===== src/hdl/end_trig_params.svh =====
// Purpose: constants for the end trigger conditioner
// Assumes: 20 MHz channel clock, byte addressed register port
// Notes: definitions only
`ifndef END_TRIG_PARAMS_SVH
`define END_TRIG_PARAMS_SVH

// register byte addresses
`define ET_ADDR_W 8
`define ET_ADDR_CTRL 8'h00
`define ET_ADDR_DELAY 8'h04
`define ET_ADDR_STATUS 8'h08

// control word layout
`define ET_CTRL_SRC 0
`define ET_CTRL_STYLE_LO 1
`define ET_CTRL_STYLE_HI 3
`define ET_CTRL_PORT_LO 4
`define ET_CTRL_PORT_HI 6
`define ET_CTRL_POL 7
`define ET_CTRL_STR_LO 8
`define ET_CTRL_STR_HI 9
`define ET_CTRL_EFF 10
`define ET_CTRL_W 11
// source off, enhanced ttl, default port, falling, strong, next line
`define ET_CTRL_RST 11'h200

// status word layout
`define ET_STAT_LEVEL 0
`define ET_STAT_PEND 1
`define ET_STAT_REJECT 2
`define ET_STAT_REM_LO 16

// line delay
`define ET_DELAY_W 16
`define ET_DELAY_RST 16'h0000
`define ET_DELAY_MAX 16'hFFFE

// input vector layout after concatenation
`define ET_IN_W 14
`define ET_IN_ENH 0
`define ET_IN_GALV 4
`define ET_IN_LVDS 6
`define ET_IN_PAIR 8
`define ET_IN_SENSE 10

// filter time constants and clock period in ns
`define ET_CLK_NS 50
`define ET_TC_OFF_NS 100
`define ET_TC_MED_NS 500
`define ET_TC_STRONG_NS 2500
`define ET_HOLD_W 6
// least times round up to whole cycles
`define ET_CYC(ns) (((ns) + `ET_CLK_NS - 1) / `ET_CLK_NS)

`endif


===== src/hdl/end_trig_pkg.sv =====
// Purpose: types for the end trigger conditioner
// Assumes: used with end_trig_params.svh
// Notes: enum codes are the control field encodings, apart from the two state types
package end_trig_pkg;

    typedef enum logic [2:0] {
        style_enhanced_ttl = 3'h0,
        galvanic_ttl_style = 3'h1,
        galvanic_cmos_style = 3'h2,
        style_lvds = 3'h3,
        style_pair = 3'h4,
        style_sense = 3'h5
    } style_t;

    typedef enum logic [2:0] {
        default_port = 3'h0,
        port_one = 3'h1,
        port_two = 3'h2,
        port_three = 3'h3,
        port_four = 3'h4
    } port_sel_t;

    typedef enum logic {
        falling_select = 1'b0,
        rising_select = 1'b1
    } polarity_t;

    typedef enum logic [1:0] {
        strength_off = 2'h0,
        strength_medium = 2'h1,
        strength_strong = 2'h2,
        strength_on = 2'h3
    } strength_t;

    typedef enum logic {
        take_next_line = 1'b0,
        take_prior_line = 1'b1
    } effect_t;

    typedef enum logic [1:0] {
        dly_idle = 2'b00,
        dly_wait = 2'b01
    } dly_state_t;

    typedef enum logic {
        filt_idle = 1'b0,
        filt_hold = 1'b1
    } filt_state_t;

endpackage


===== src/hdl/glitch_if.sv =====
// Purpose: carrier between the conditioner and its glitch filter
// Assumes: single clock domain
// Notes: level and settings in, qualified event out
`timescale 1ns/1ns
`include "end_trig_params.svh"
interface glitch_if;
    logic level;
    logic rising;
    logic bypass;
    logic [`ET_HOLD_W-1:0] hold_cycles;
    logic event_p;
    modport ctrl (output level, output rising, output bypass, output hold_cycles,
                  input event_p);
    modport filter (input level, input rising, input bypass, input hold_cycles,
                    output event_p);
endinterface


===== src/hdl/end_trig_conditioner.sv =====
// Purpose: end trigger conditioner for one line-scan channel
// Assumes: trigger pins synchronous-safe after two flops, line strobe one cycle
// Notes: registers over a plain strobe port, read data one cycle later
//
// Our own choices: the address map and the address-and-strobe port.
`timescale 1ns/1ns
`include "end_trig_params.svh"
module end_trig_conditioner
    import end_trig_pkg::*;
(
    input wire logic clk_i,
    input wire logic reset_n_i,
    input wire logic [`ET_ADDR_W-1:0] addr_i,
    input wire logic [31:0] wdata_i,
    input wire logic wr_i,
    input wire logic rd_i,
    output logic [31:0] rdata_o,
    input wire logic [3:0] enhanced_port_i,
    input wire logic [1:0] galvanic_port_i,
    input wire logic [1:0] lvds_port_i,
    input wire logic [1:0] pair_input_i,
    input wire logic [3:0] sense_input_i,
    input wire logic unbounded_page_acquisition_i,
    input wire logic line_captured_i,
    output logic end_take_next_o,
    output logic end_take_prior_o
);

    logic [`ET_CTRL_W-1:0] ctrl_q;
    logic [`ET_DELAY_W-1:0] delay_q;
    logic reject_q;
    logic [`ET_IN_W-1:0] meta_q;
    logic [`ET_IN_W-1:0] sync_q;
    logic sel_level;
    dly_state_t dly_q;
    logic [`ET_DELAY_W-1:0] remain_q;
    logic take_next_q;
    logic take_prior_q;
    logic [31:0] rdata_q;
    logic src_en;
    style_t style;
    port_sel_t port;
    polarity_t pol;
    strength_t strength;
    effect_t effect;
    logic ctrl_wr;
    logic ctrl_bad;
    logic active;
    logic fire;

    glitch_if gif ();

    // field views of the control word
    function automatic style_t f_style(input logic [`ET_CTRL_W-1:0] c);
        return style_t'(c[`ET_CTRL_STYLE_HI:`ET_CTRL_STYLE_LO]);
    endfunction

    function automatic strength_t f_strength(input logic [`ET_CTRL_W-1:0] c);
        return strength_t'(c[`ET_CTRL_STR_HI:`ET_CTRL_STR_LO]);
    endfunction

    // galvanic styles may not run with the filter off
    function automatic logic f_bad(input logic [`ET_CTRL_W-1:0] c);
        return (f_style(c) == galvanic_ttl_style || f_style(c) == galvanic_cmos_style)
            && f_strength(c) == strength_off;
    endfunction

    // port number to index; out of range falls back to the style default
    function automatic logic [1:0] f_index(input port_sel_t p, input int unsigned n,
                                           input logic [1:0] dflt);
        logic [1:0] idx;
        idx = dflt;
        if (p != default_port && 32'(p) <= n) begin
            idx = 2'(32'(p) - 1);
        end
        return idx;
    endfunction

    assign style = f_style(ctrl_q);
    assign strength = f_strength(ctrl_q);
    assign port = port_sel_t'(ctrl_q[`ET_CTRL_PORT_HI:`ET_CTRL_PORT_LO]);
    assign pol = polarity_t'(ctrl_q[`ET_CTRL_POL]);
    assign effect = effect_t'(ctrl_q[`ET_CTRL_EFF]);
    assign src_en = ctrl_q[`ET_CTRL_SRC];
    assign active = src_en && unbounded_page_acquisition_i;

    assign ctrl_wr = wr_i && addr_i == `ET_ADDR_CTRL;
    assign ctrl_bad = f_bad(wdata_i[`ET_CTRL_W-1:0]);

    // control word; a bad combination leaves the old word in place
    always_ff @(posedge clk_i or negedge reset_n_i) begin
        if (!reset_n_i) begin
            ctrl_q <= `ET_CTRL_RST;
        end else if (ctrl_wr && !ctrl_bad) begin
            ctrl_q <= wdata_i[`ET_CTRL_W-1:0];
        end
    end

    // sticky reject flag, set beats clear
    always_ff @(posedge clk_i or negedge reset_n_i) begin
        if (!reset_n_i) begin
            reject_q <= 1'b0;
        end else if (ctrl_wr && ctrl_bad) begin
            reject_q <= 1'b1;
        end else if (wr_i && addr_i == `ET_ADDR_STATUS && wdata_i[`ET_STAT_REJECT]) begin
            reject_q <= 1'b0;
        end
    end

    // line delay, clamped to the top of the range
    always_ff @(posedge clk_i or negedge reset_n_i) begin
        if (!reset_n_i) begin
            delay_q <= `ET_DELAY_RST;
        end else if (wr_i && addr_i == `ET_ADDR_DELAY) begin
            if (wdata_i[`ET_DELAY_W-1:0] > `ET_DELAY_MAX) begin
                delay_q <= `ET_DELAY_MAX;
            end else begin
                delay_q <= wdata_i[`ET_DELAY_W-1:0];
            end
        end
    end

    always_ff @(posedge clk_i or negedge reset_n_i) begin
        if (!reset_n_i) begin
            meta_q <= '0;
            sync_q <= '0;
        end else begin
            meta_q <= {sense_input_i, pair_input_i, lvds_port_i, galvanic_port_i,
                       enhanced_port_i};
            sync_q <= meta_q;
        end
    end

    // source multiplexer, first stage of the chain
    always_comb begin
        sel_level = 1'b0;
        unique case (style)
            style_enhanced_ttl: sel_level = sync_q[`ET_IN_ENH + f_index(port, 4, 2'h0)];
            // galvanic and lvds, default port one
            galvanic_ttl_style,
            galvanic_cmos_style: sel_level = sync_q[`ET_IN_GALV + f_index(port, 2, 2'h0)];
            style_lvds: sel_level = sync_q[`ET_IN_LVDS + f_index(port, 2, 2'h0)];
            // pair and sense default to input two
            style_pair: sel_level = sync_q[`ET_IN_PAIR + f_index(port, 2, 2'h1)];
            style_sense: sel_level = sync_q[`ET_IN_SENSE + f_index(port, 4, 2'h1)];
            default: sel_level = 1'b0;
        endcase
    end

    // filter settings toward the edge and filter stages
    always_comb begin
        gif.level = sel_level;
        gif.rising = (pol == rising_select);
        gif.bypass = (style == style_sense);
        unique case (strength)
            strength_off: gif.hold_cycles = `ET_HOLD_W'(`ET_CYC(`ET_TC_OFF_NS));
            strength_strong: gif.hold_cycles = `ET_HOLD_W'(`ET_CYC(`ET_TC_STRONG_NS));
            default: gif.hold_cycles = `ET_HOLD_W'(`ET_CYC(`ET_TC_MED_NS));
        endcase
    end

    end_trig_filter u_filter (
        .clk_i(clk_i),
        .reset_n_i(reset_n_i),
        .f(gif.filter)
    );

    // one end request at a time; later events are dropped until it is issued
    // a source lost in the cycle of the last counted line must not still fire
    assign fire = (dly_q == dly_idle && gif.event_p && active && delay_q == '0)
        || (dly_q == dly_wait && active && line_captured_i && remain_q == `ET_DELAY_W'(1));

    // delay line; counts captured line strobes only
    always_ff @(posedge clk_i or negedge reset_n_i) begin
        if (!reset_n_i) begin
            dly_q <= dly_idle;
            remain_q <= '0;
        end else begin
            unique case (dly_q)
                dly_idle: begin
                    if (gif.event_p && active && delay_q != '0) begin
                        remain_q <= delay_q;
                        dly_q <= dly_wait;
                    end
                end
                dly_wait: begin
                    // leaving the pin source drops a pending request
                    if (!active) begin
                        dly_q <= dly_idle;
                        remain_q <= '0;
                    end else if (line_captured_i) begin
                        remain_q <= remain_q - `ET_DELAY_W'(1);
                        if (remain_q == `ET_DELAY_W'(1)) begin
                            dly_q <= dly_idle;
                        end
                    end
                end
                default: dly_q <= dly_idle;
            endcase
        end
    end

    // next-line request; prior-line request; single pulse
    always_ff @(posedge clk_i or negedge reset_n_i) begin
        if (!reset_n_i) begin
            take_next_q <= 1'b0;
            take_prior_q <= 1'b0;
        end else begin
            take_next_q <= fire && effect == take_next_line;
            take_prior_q <= fire && effect == take_prior_line;
        end
    end

    assign end_take_next_o = take_next_q;
    assign end_take_prior_o = take_prior_q;

    // read data one cycle after the strobe, zero elsewhere
    always_ff @(posedge clk_i or negedge reset_n_i) begin
        if (!reset_n_i) begin
            rdata_q <= '0;
        end else begin
            rdata_q <= '0;
            if (rd_i) begin
                unique case (addr_i)
                    `ET_ADDR_CTRL: rdata_q <= 32'(ctrl_q);
                    `ET_ADDR_DELAY: rdata_q <= 32'(delay_q);
                    `ET_ADDR_STATUS: begin
                        rdata_q[`ET_STAT_LEVEL] <= sel_level;
                        rdata_q[`ET_STAT_PEND] <= (dly_q == dly_wait);
                        rdata_q[`ET_STAT_REJECT] <= reject_q;
                        rdata_q[`ET_STAT_REM_LO +: `ET_DELAY_W] <= remain_q;
                    end
                    default: rdata_q <= '0;
                endcase
            end
        end
    end

    assign rdata_o = rdata_q;
endmodule // end_trig_conditioner


===== src/hdl/end_trig_filter.sv =====
// Purpose: edge detector and glitch filter of the end trigger chain
// Assumes: level already synchronised to clk_i
// Notes: event is one cycle, registered
`timescale 1ns/1ns
`include "end_trig_params.svh"
module end_trig_filter
    import end_trig_pkg::*;
(
    input wire logic clk_i,
    input wire logic reset_n_i,
    glitch_if.filter f
);

    logic prev_q;
    logic cand;
    filt_state_t state_q;
    logic [`ET_HOLD_W-1:0] cnt_q;
    logic event_q;

    // edge detection on the chosen transition
    always_ff @(posedge clk_i or negedge reset_n_i) begin
        if (!reset_n_i) begin
            prev_q <= 1'b0;
        end else begin
            prev_q <= f.level;
        end
    end

    assign cand = (f.level != prev_q) && (f.level == f.rising);

    // hold new level for the time constant
    always_ff @(posedge clk_i or negedge reset_n_i) begin
        if (!reset_n_i) begin
            state_q <= filt_idle;
            cnt_q <= '0;
            event_q <= 1'b0;
        end else begin
            event_q <= 1'b0;
            unique case (state_q)
                filt_idle: begin
                    if (cand) begin
                        if (f.bypass) begin
                            event_q <= 1'b1;
                        end else begin
                            cnt_q <= `ET_HOLD_W'(1);
                            state_q <= filt_hold;
                        end
                    end
                end
                filt_hold: begin
                    // a pulse that ends early is dropped, it never re-arms mid-count
                    if (f.level != f.rising) begin
                        state_q <= filt_idle;
                    end else if (cnt_q + `ET_HOLD_W'(1) >= f.hold_cycles) begin
                        event_q <= 1'b1;
                        state_q <= filt_idle;
                    end else begin
                        cnt_q <= cnt_q + `ET_HOLD_W'(1);
                    end
                end
            endcase
        end
    end

    assign f.event_p = event_q;
endmodule // end_trig_filter


===== config.mk =====
export PLATFORM = sky130hd
export DESIGN_NAME = end_trig_conditioner
export DESIGN_NICKNAME = d
export VERILOG_FILES = /design/src/hdl/end_trig_pkg.sv /design/src/hdl/glitch_if.sv /design/src/hdl/end_trig_conditioner.sv /design/src/hdl/end_trig_filter.sv
export VERILOG_INCLUDE_DIRS = /design/src /design/src/hdl
export SDC_FILE = /design/constraint.sdc
export NUM_CORES = 1
export LEC_CHECK = 0
export ABC_AREA = 1
export BUFFER_PORTS_ARGS = -buffer_cell sky130_fd_sc_hd__buf_2
export CAP_MARGIN = 25
export CORE_MARGIN = 5
export CORE_UTILIZATION = 55
export DETAILED_ROUTE_END_ITERATION = 7
export HOLD_SLACK_MARGIN = 0.02
export PLACE_DENSITY = 0.79
export SLEW_MARGIN = 20
export SYNTH_ARGS = -nofsm -noshare
export SYNTH_HDL_FRONTEND = slang
export SYNTH_HIERARCHICAL = 1
export SYNTH_SLANG_ARGS = --single-unit

===== constraint.sdc =====
create_clock -name clk_i -period 3 [get_ports clk_i]
set_input_delay 0.15 -clock clk_i [delete_from_list [all_inputs] [get_ports clk_i]]
set_output_delay 0.15 -clock clk_i [all_outputs]
set_load 0.05 [all_outputs]

Word-level counts from Yosys, hierarchy flattened
Cells that the tools add are included.

cells by class
  $add $sub $neg = 7
  magnitude comparators = 9
  equality and inequality tests = 22
  multiplexer cells = 52
  bitwise gates (word level) = 2
  reductions and logical operators = 38

operator list
  operator               number
  $mux 16                5
  $mux 32                1
  $pmux 16 s2            1
  $mux 2                 13
  $pmux 13 s2            1
  $mux 6                 4
  $pmux 6 s2             2
  $logic_and 1x1->1      21
  $bmux 1 s4             4
  $eq 16x1->1 const B    1
  $gt 16x16->1 const B   1
  $logic_not 16->1       1
  $reduce_bool 16->1     1
  $sub 16x1->16 const B  1
  $mux 1                 15
  $add 4x2->5 const A    2
  $lt 4x5->1 const B     2
  $lt 5x5->1 const B     2
  $eq 3x2->1 const B     3
  $pmux 3 s3             1
  $add 3x2->4 const A    2
  $eq 8x3->1 const B     1
  $eq 8x4->1 const B     1
  $logic_not 8->1        1
  29 further kinds       43

storage, ports and cells
  register bits after elaboration = 117
  output and inout bits = 34
  logic and storage cells = 144

Longest topological paths before layout
  depth in word-level cells = 12
  depth in mapped cells = 19
  mapped depth without buffers = 18

Modules after synthesis
Netlist, hierarchy kept.

by module, submodules not included
  module                times used  cells each  area an instance (µm²)  seq. area each (µm²)
  end_trig_conditioner  1           520         4672.0                  2678.8
  end_trig_filter       1           94          686.9                   225.2

Least setup slack after synthesis
OpenSTA, ideal clock, no wires.

  path type = flip-flop to flip-flop
  start = reg ctrl_q[4]
  end = reg u_filter.cnt_q[0]
  library setup time = 117 ps
  arrival time = 2256 ps
  data required time = 2883 ps
  setup slack = 626 ps
  cell stages (with the launch flop) = 19
  cells stage by stage = dfrtp_1 > buf_6 > inv_2 > ha_1 > inv_1 > nand2_1 > nand3_4 > inv_2 > nand3_1 > nand3_2 > nand2_2 > nor2_2 > nand2_2 > xnor2_2 > nand2_2 > nor2_2 > nand2_2 > nand3_1 > nand2_1

on the way
  word-level cells in the longest chain between the ends = 12
  elaborated cells between the ends (all ways) = 37

RTL lines
  item                                                  RTL line                     text
  from (decl)                                           end_trig_conditioner.sv:29   logic [`ET_CTRL_W-1:0] ctrl_q;
  from (signal assigned)                                end_trig_conditioner.sv:93   ctrl_q <= `ET_CTRL_RST;
  from (signal assigned)                                end_trig_conditioner.sv:95   ctrl_q <= wdata_i[`ET_CTRL_W-1:0];
  $le 3x3->1 (tied with other cells)                    end_trig_conditioner.sv:73   if (p != default_port && 32'(p) <= n) begin
  $logic_and 1x1->1                                     end_trig_conditioner.sv:73
  $mux 2                                                end_trig_conditioner.sv:73
  $mux 2                                                end_trig_conditioner.sv:137  unique case (style)
  $add 4x2->5 (no line) or $add 3x2->4 (tied branches)  n/a
  $bmux 1 s4, on equally long branches                  n/a
  $mux 1, on equally long branches                      n/a
  $pmux 1 s5 (*)                                        end_trig_conditioner.sv:137
  net gif.level                                         glitch_if.sv:7               logic level;
  $ne 1x1->1 or $eq 1x1->1 (tied branches)              end_trig_filter.sv:29        assign cand = (f.level != prev_q) && (f.level == f.rising);
  $logic_and 1x1->1                                     end_trig_filter.sv:29
  $ne 2x1->1 (no line)                                  n/a
  $reduce_and 4->1 (no line) (*)                        n/a
  to (signal assigned)                                  end_trig_filter.sv:45        cnt_q <= `ET_HOLD_W'(1);
  to (signal assigned)                                  end_trig_filter.sv:58        cnt_q <= cnt_q + `ET_HOLD_W'(1);
  to (decl)                                             end_trig_filter.sv:17        logic [`ET_HOLD_W-1:0] cnt_q;

Mark *: on every way through the listed nets, which the timed path passes. The rest lies on a longest branch. The select of a mux whose other input is x is not followed.
A chain may end at the register's enable or synchronous reset.

Final worst setup path
  start = reg ctrl_q[5]
  end = reg u_filter.cnt_q[4]

Same word-level chain as after synthesis.

==> metrics <==
arrival time at the worst endpoint=a little over 3000 ps; Max FO, Critical Path=9; top post-synthesis cells by count=nand2_1, dfrtp_1, inv_1, nor2_1, o21ai_1; top-count cell post-synth=nand2_1; Max Freq=373 MHz; Die Width=about 110 um; TritonCTS buffer count=17; final setup TNS=0 ps; XOR/XNOR Fraction of Synth Area=1.12%; largest net degree at the start of global routing=61; most used flip-flop cell after synthesis=dfrtp_1; static leakage=0.00345 uW; status=finished, final reports clean; average size of a mapped cell=8.73 sq um; Syn Inst Count=between 600 and 700; DR WL/cell=around 15 um; hpwl dp=between 9000 and 10000 um; Yosys warnings=6; die boundary height=109 um; FFs w/ async S/R, synth=100%; Max transition margin=~38%; Synth area leader=dfrtp_1; Setup Viol. Count Final=0; GR Overflow Total=0; 1st-iter DRT viols=roughly 320; CTS max path bufs=2; RSZ-0062 raised after global routing=false; CTS tree=built; Post-synth EDFFs=0; Worst-Skew Late Latency=approximately 520 ps; CTS resizes=0; Synth Area in Adders=2.57%; H-Tree Depth=4; core area=roughly 9600 sq um; max cap viols=0; vias in the first global route=around 4800; Final Cycle Share=89.4%; row count=36; mux contribution to synthesized area=0%; initial core utilization=55.6%; residual DRC count=0; Synth Register Bits=roughly 120; share of cells above drive strength 1=21.3%; Setup Crit Path Kind=reg -> reg; vias per inst=5.32; CP required=3420 ps; Worst Hold Margin=54.9 ps; measured slew at the worst slew-check pin=931 ps; Max Slew Vio Count=0; fin nets=809; GPL Wtd Cong=approximately 0.95; clk slew on worst S/H paths=60 ps; Layout area overhead=27.1%; Tot Pwr=4280 uW; top area cells in the synthesized netlist=dfrtp_1, nand2_1, inv_1; synthesized area=between 5000 and 6000 sq um; min Tclk post-route=2680 ps; Worst R2R Setup Slack=320 ps; CTS Sinks=approximately 120; final hold vios=0; postcts setup bufs=0; I/O pin cnt=94; Synth Area in Compound Gates=9.64%; die footprint=11800 sq um; clock skew=7.79 ps; DRT Pass-1 Iters=5; diode count=0; largest family of logic cells by synthesized area=simple AND/OR/NAND/NOR gates; simple-gate share of the synthesized area=23.9%; first-pass GRT wire length=23100 um; crit path capture type=flop; post-synthesis sequential area ratio=54.2%; Synth top area share=53.7%; initial antenna violation count=0; ANT nets after route=0; Worst setup SP type=flop; Pwr Density=around 630 nW/um^2; VDD IR max=0.000495 V; Worst Hold Class=in -> reg; Total Wirelength=between 10000 and 15000 um; total track usage=approximately a quarter; post-synth cell types=37; via count=4703; port bufs=77; clk root buf=clkbuf_8
## kinds of logic (layout without fill, tap and decap cells)
family | count (synthesis) | count (layout)
AOI/OAI and AO/OA | 96 | 96
buffers and inverters | 114 | 250
DFF | 116 | 116
adders and majority gates | 11 | 11
and+or+nand+nor | 269 | 269
xor gates and xnor gates | 6 | 6
other | 2 | 3
## worst paths after layout
kind	start	end	cells past startpoint
worst min register to register	meta_q[0]$_DFF_PN0_	sync_q[0]$_DFF_PN0_	0
max in group asynchronous	reset_n_i	ctrl_q[9]$_DFFE_PN1P_	3
worst min-delay path	addr_i[0]	rdata_o[9]$_DFF_PN0_	4
worst max-delay path	ctrl_q[5]$_DFFE_PN0P_	u_filter/cnt_q[4]$_DFFE_PN0P_	16
min in group asynchronous	reset_n_i	rdata_o[17]$_DFF_PN0_	2
worst max register to register	ctrl_q[5]$_DFFE_PN0P_	u_filter/cnt_q[4]$_DFFE_PN0P_	16
## layout by cell type, fill, tap and decap left out, types with 9 or more instances in the layout
cell type      synthesis  routed
a21oi_1                9       9
buf_2                 12      76
clkbuf_16              0      16
dfrtp_1              115     115
dlygate4sd3_1          0      36
ha_1                  11      11
inv_1                 90      90
nand2_1              121     121
nand2_2                9       9
nand3_1               34      34
nand4_1               14      14
nor2_1                51      51
o21ai_0               22      22
o21ai_1               46      46
o22ai_1               13      13
## critical path, stage by stage (launching register included)
cell     delay [ps]
dfrtp_1         420
inv_1           100
ha_1            270
nor2_8          190
nand2_2         110
o21ai_1         160
nand2_1          80
nand3_2          70
nand2_2          60
nor2_2          110
nand2_2         110
xnor2_2         390
nand2_2         100
nor2_2          100
nand2_2         120
nand3_1         120
nand2_1          60
## per-layer routing
layer	track usage [%]	share of wire (%)	vias up
met5	0	0	-
li1	-	-	2233
met1	32.5	42	2262
met4	8.21	1.8	0
met3	5.86	6.3	27
met2	42.7	49	181
## per-stage QoR
| stage | worst slack [ps] | area [sq um] | util (%) | instances |
|---|---|---|---|---|
| 2_1_floorplan | 626 | 5360 | - | 615 |
| 6_report | 318 | 6810 | 70.6 | 884 |
| 5_1_grt | 119 | 6810 | 70.6 | 884 |
| 4_1_cts | 347 | 6810 | 70.6 | 884 |
| 3_5_place_dp | 391 | 5890 | 61.1 | 816 |
| 3_3_place_gp | 553 | 5890 | 61.1 | 816 |
## cell type report
class | instances | area (sq um)
multi-input cells | 385 | 2010
inverters | 98 | 369
fillers | 754 | 2830
repair buffers | 120 | 801
flip-flops and latches | 116 | 2900
well taps | 133 | 166
clock inverters | 15 | 148
clock buffers | 17 | 414
## state kept, by name, summed over array words and instances, names as in the netlist
signal              cells
ctrl_q                 11
delay_q                16
dly_q                   1
end_take_next_o         1
end_take_prior_o        1
meta_q                 14
rdata_o                32
reject_q                1
remain_q               16
sync_q                 14
u_filter/cnt_q          6
u_filter/f.event_p      1
u_filter/prev_q         1
u_filter/state_q        1
## where the power goes
part	internal [uW]	switching (uW)
Sequential	1640	82.4
Combinational	239	417
Clock	1120	776
## repair_timing
| item | CTS | global route |
|---|---|---|
| hold endpoints to repair | 103 | 0 |
| hold buffers | 36 | 0 |
| endpoints found under the setup margin | 0 | 0 |
No activity file was read; power rests on OpenSTA's default activity.
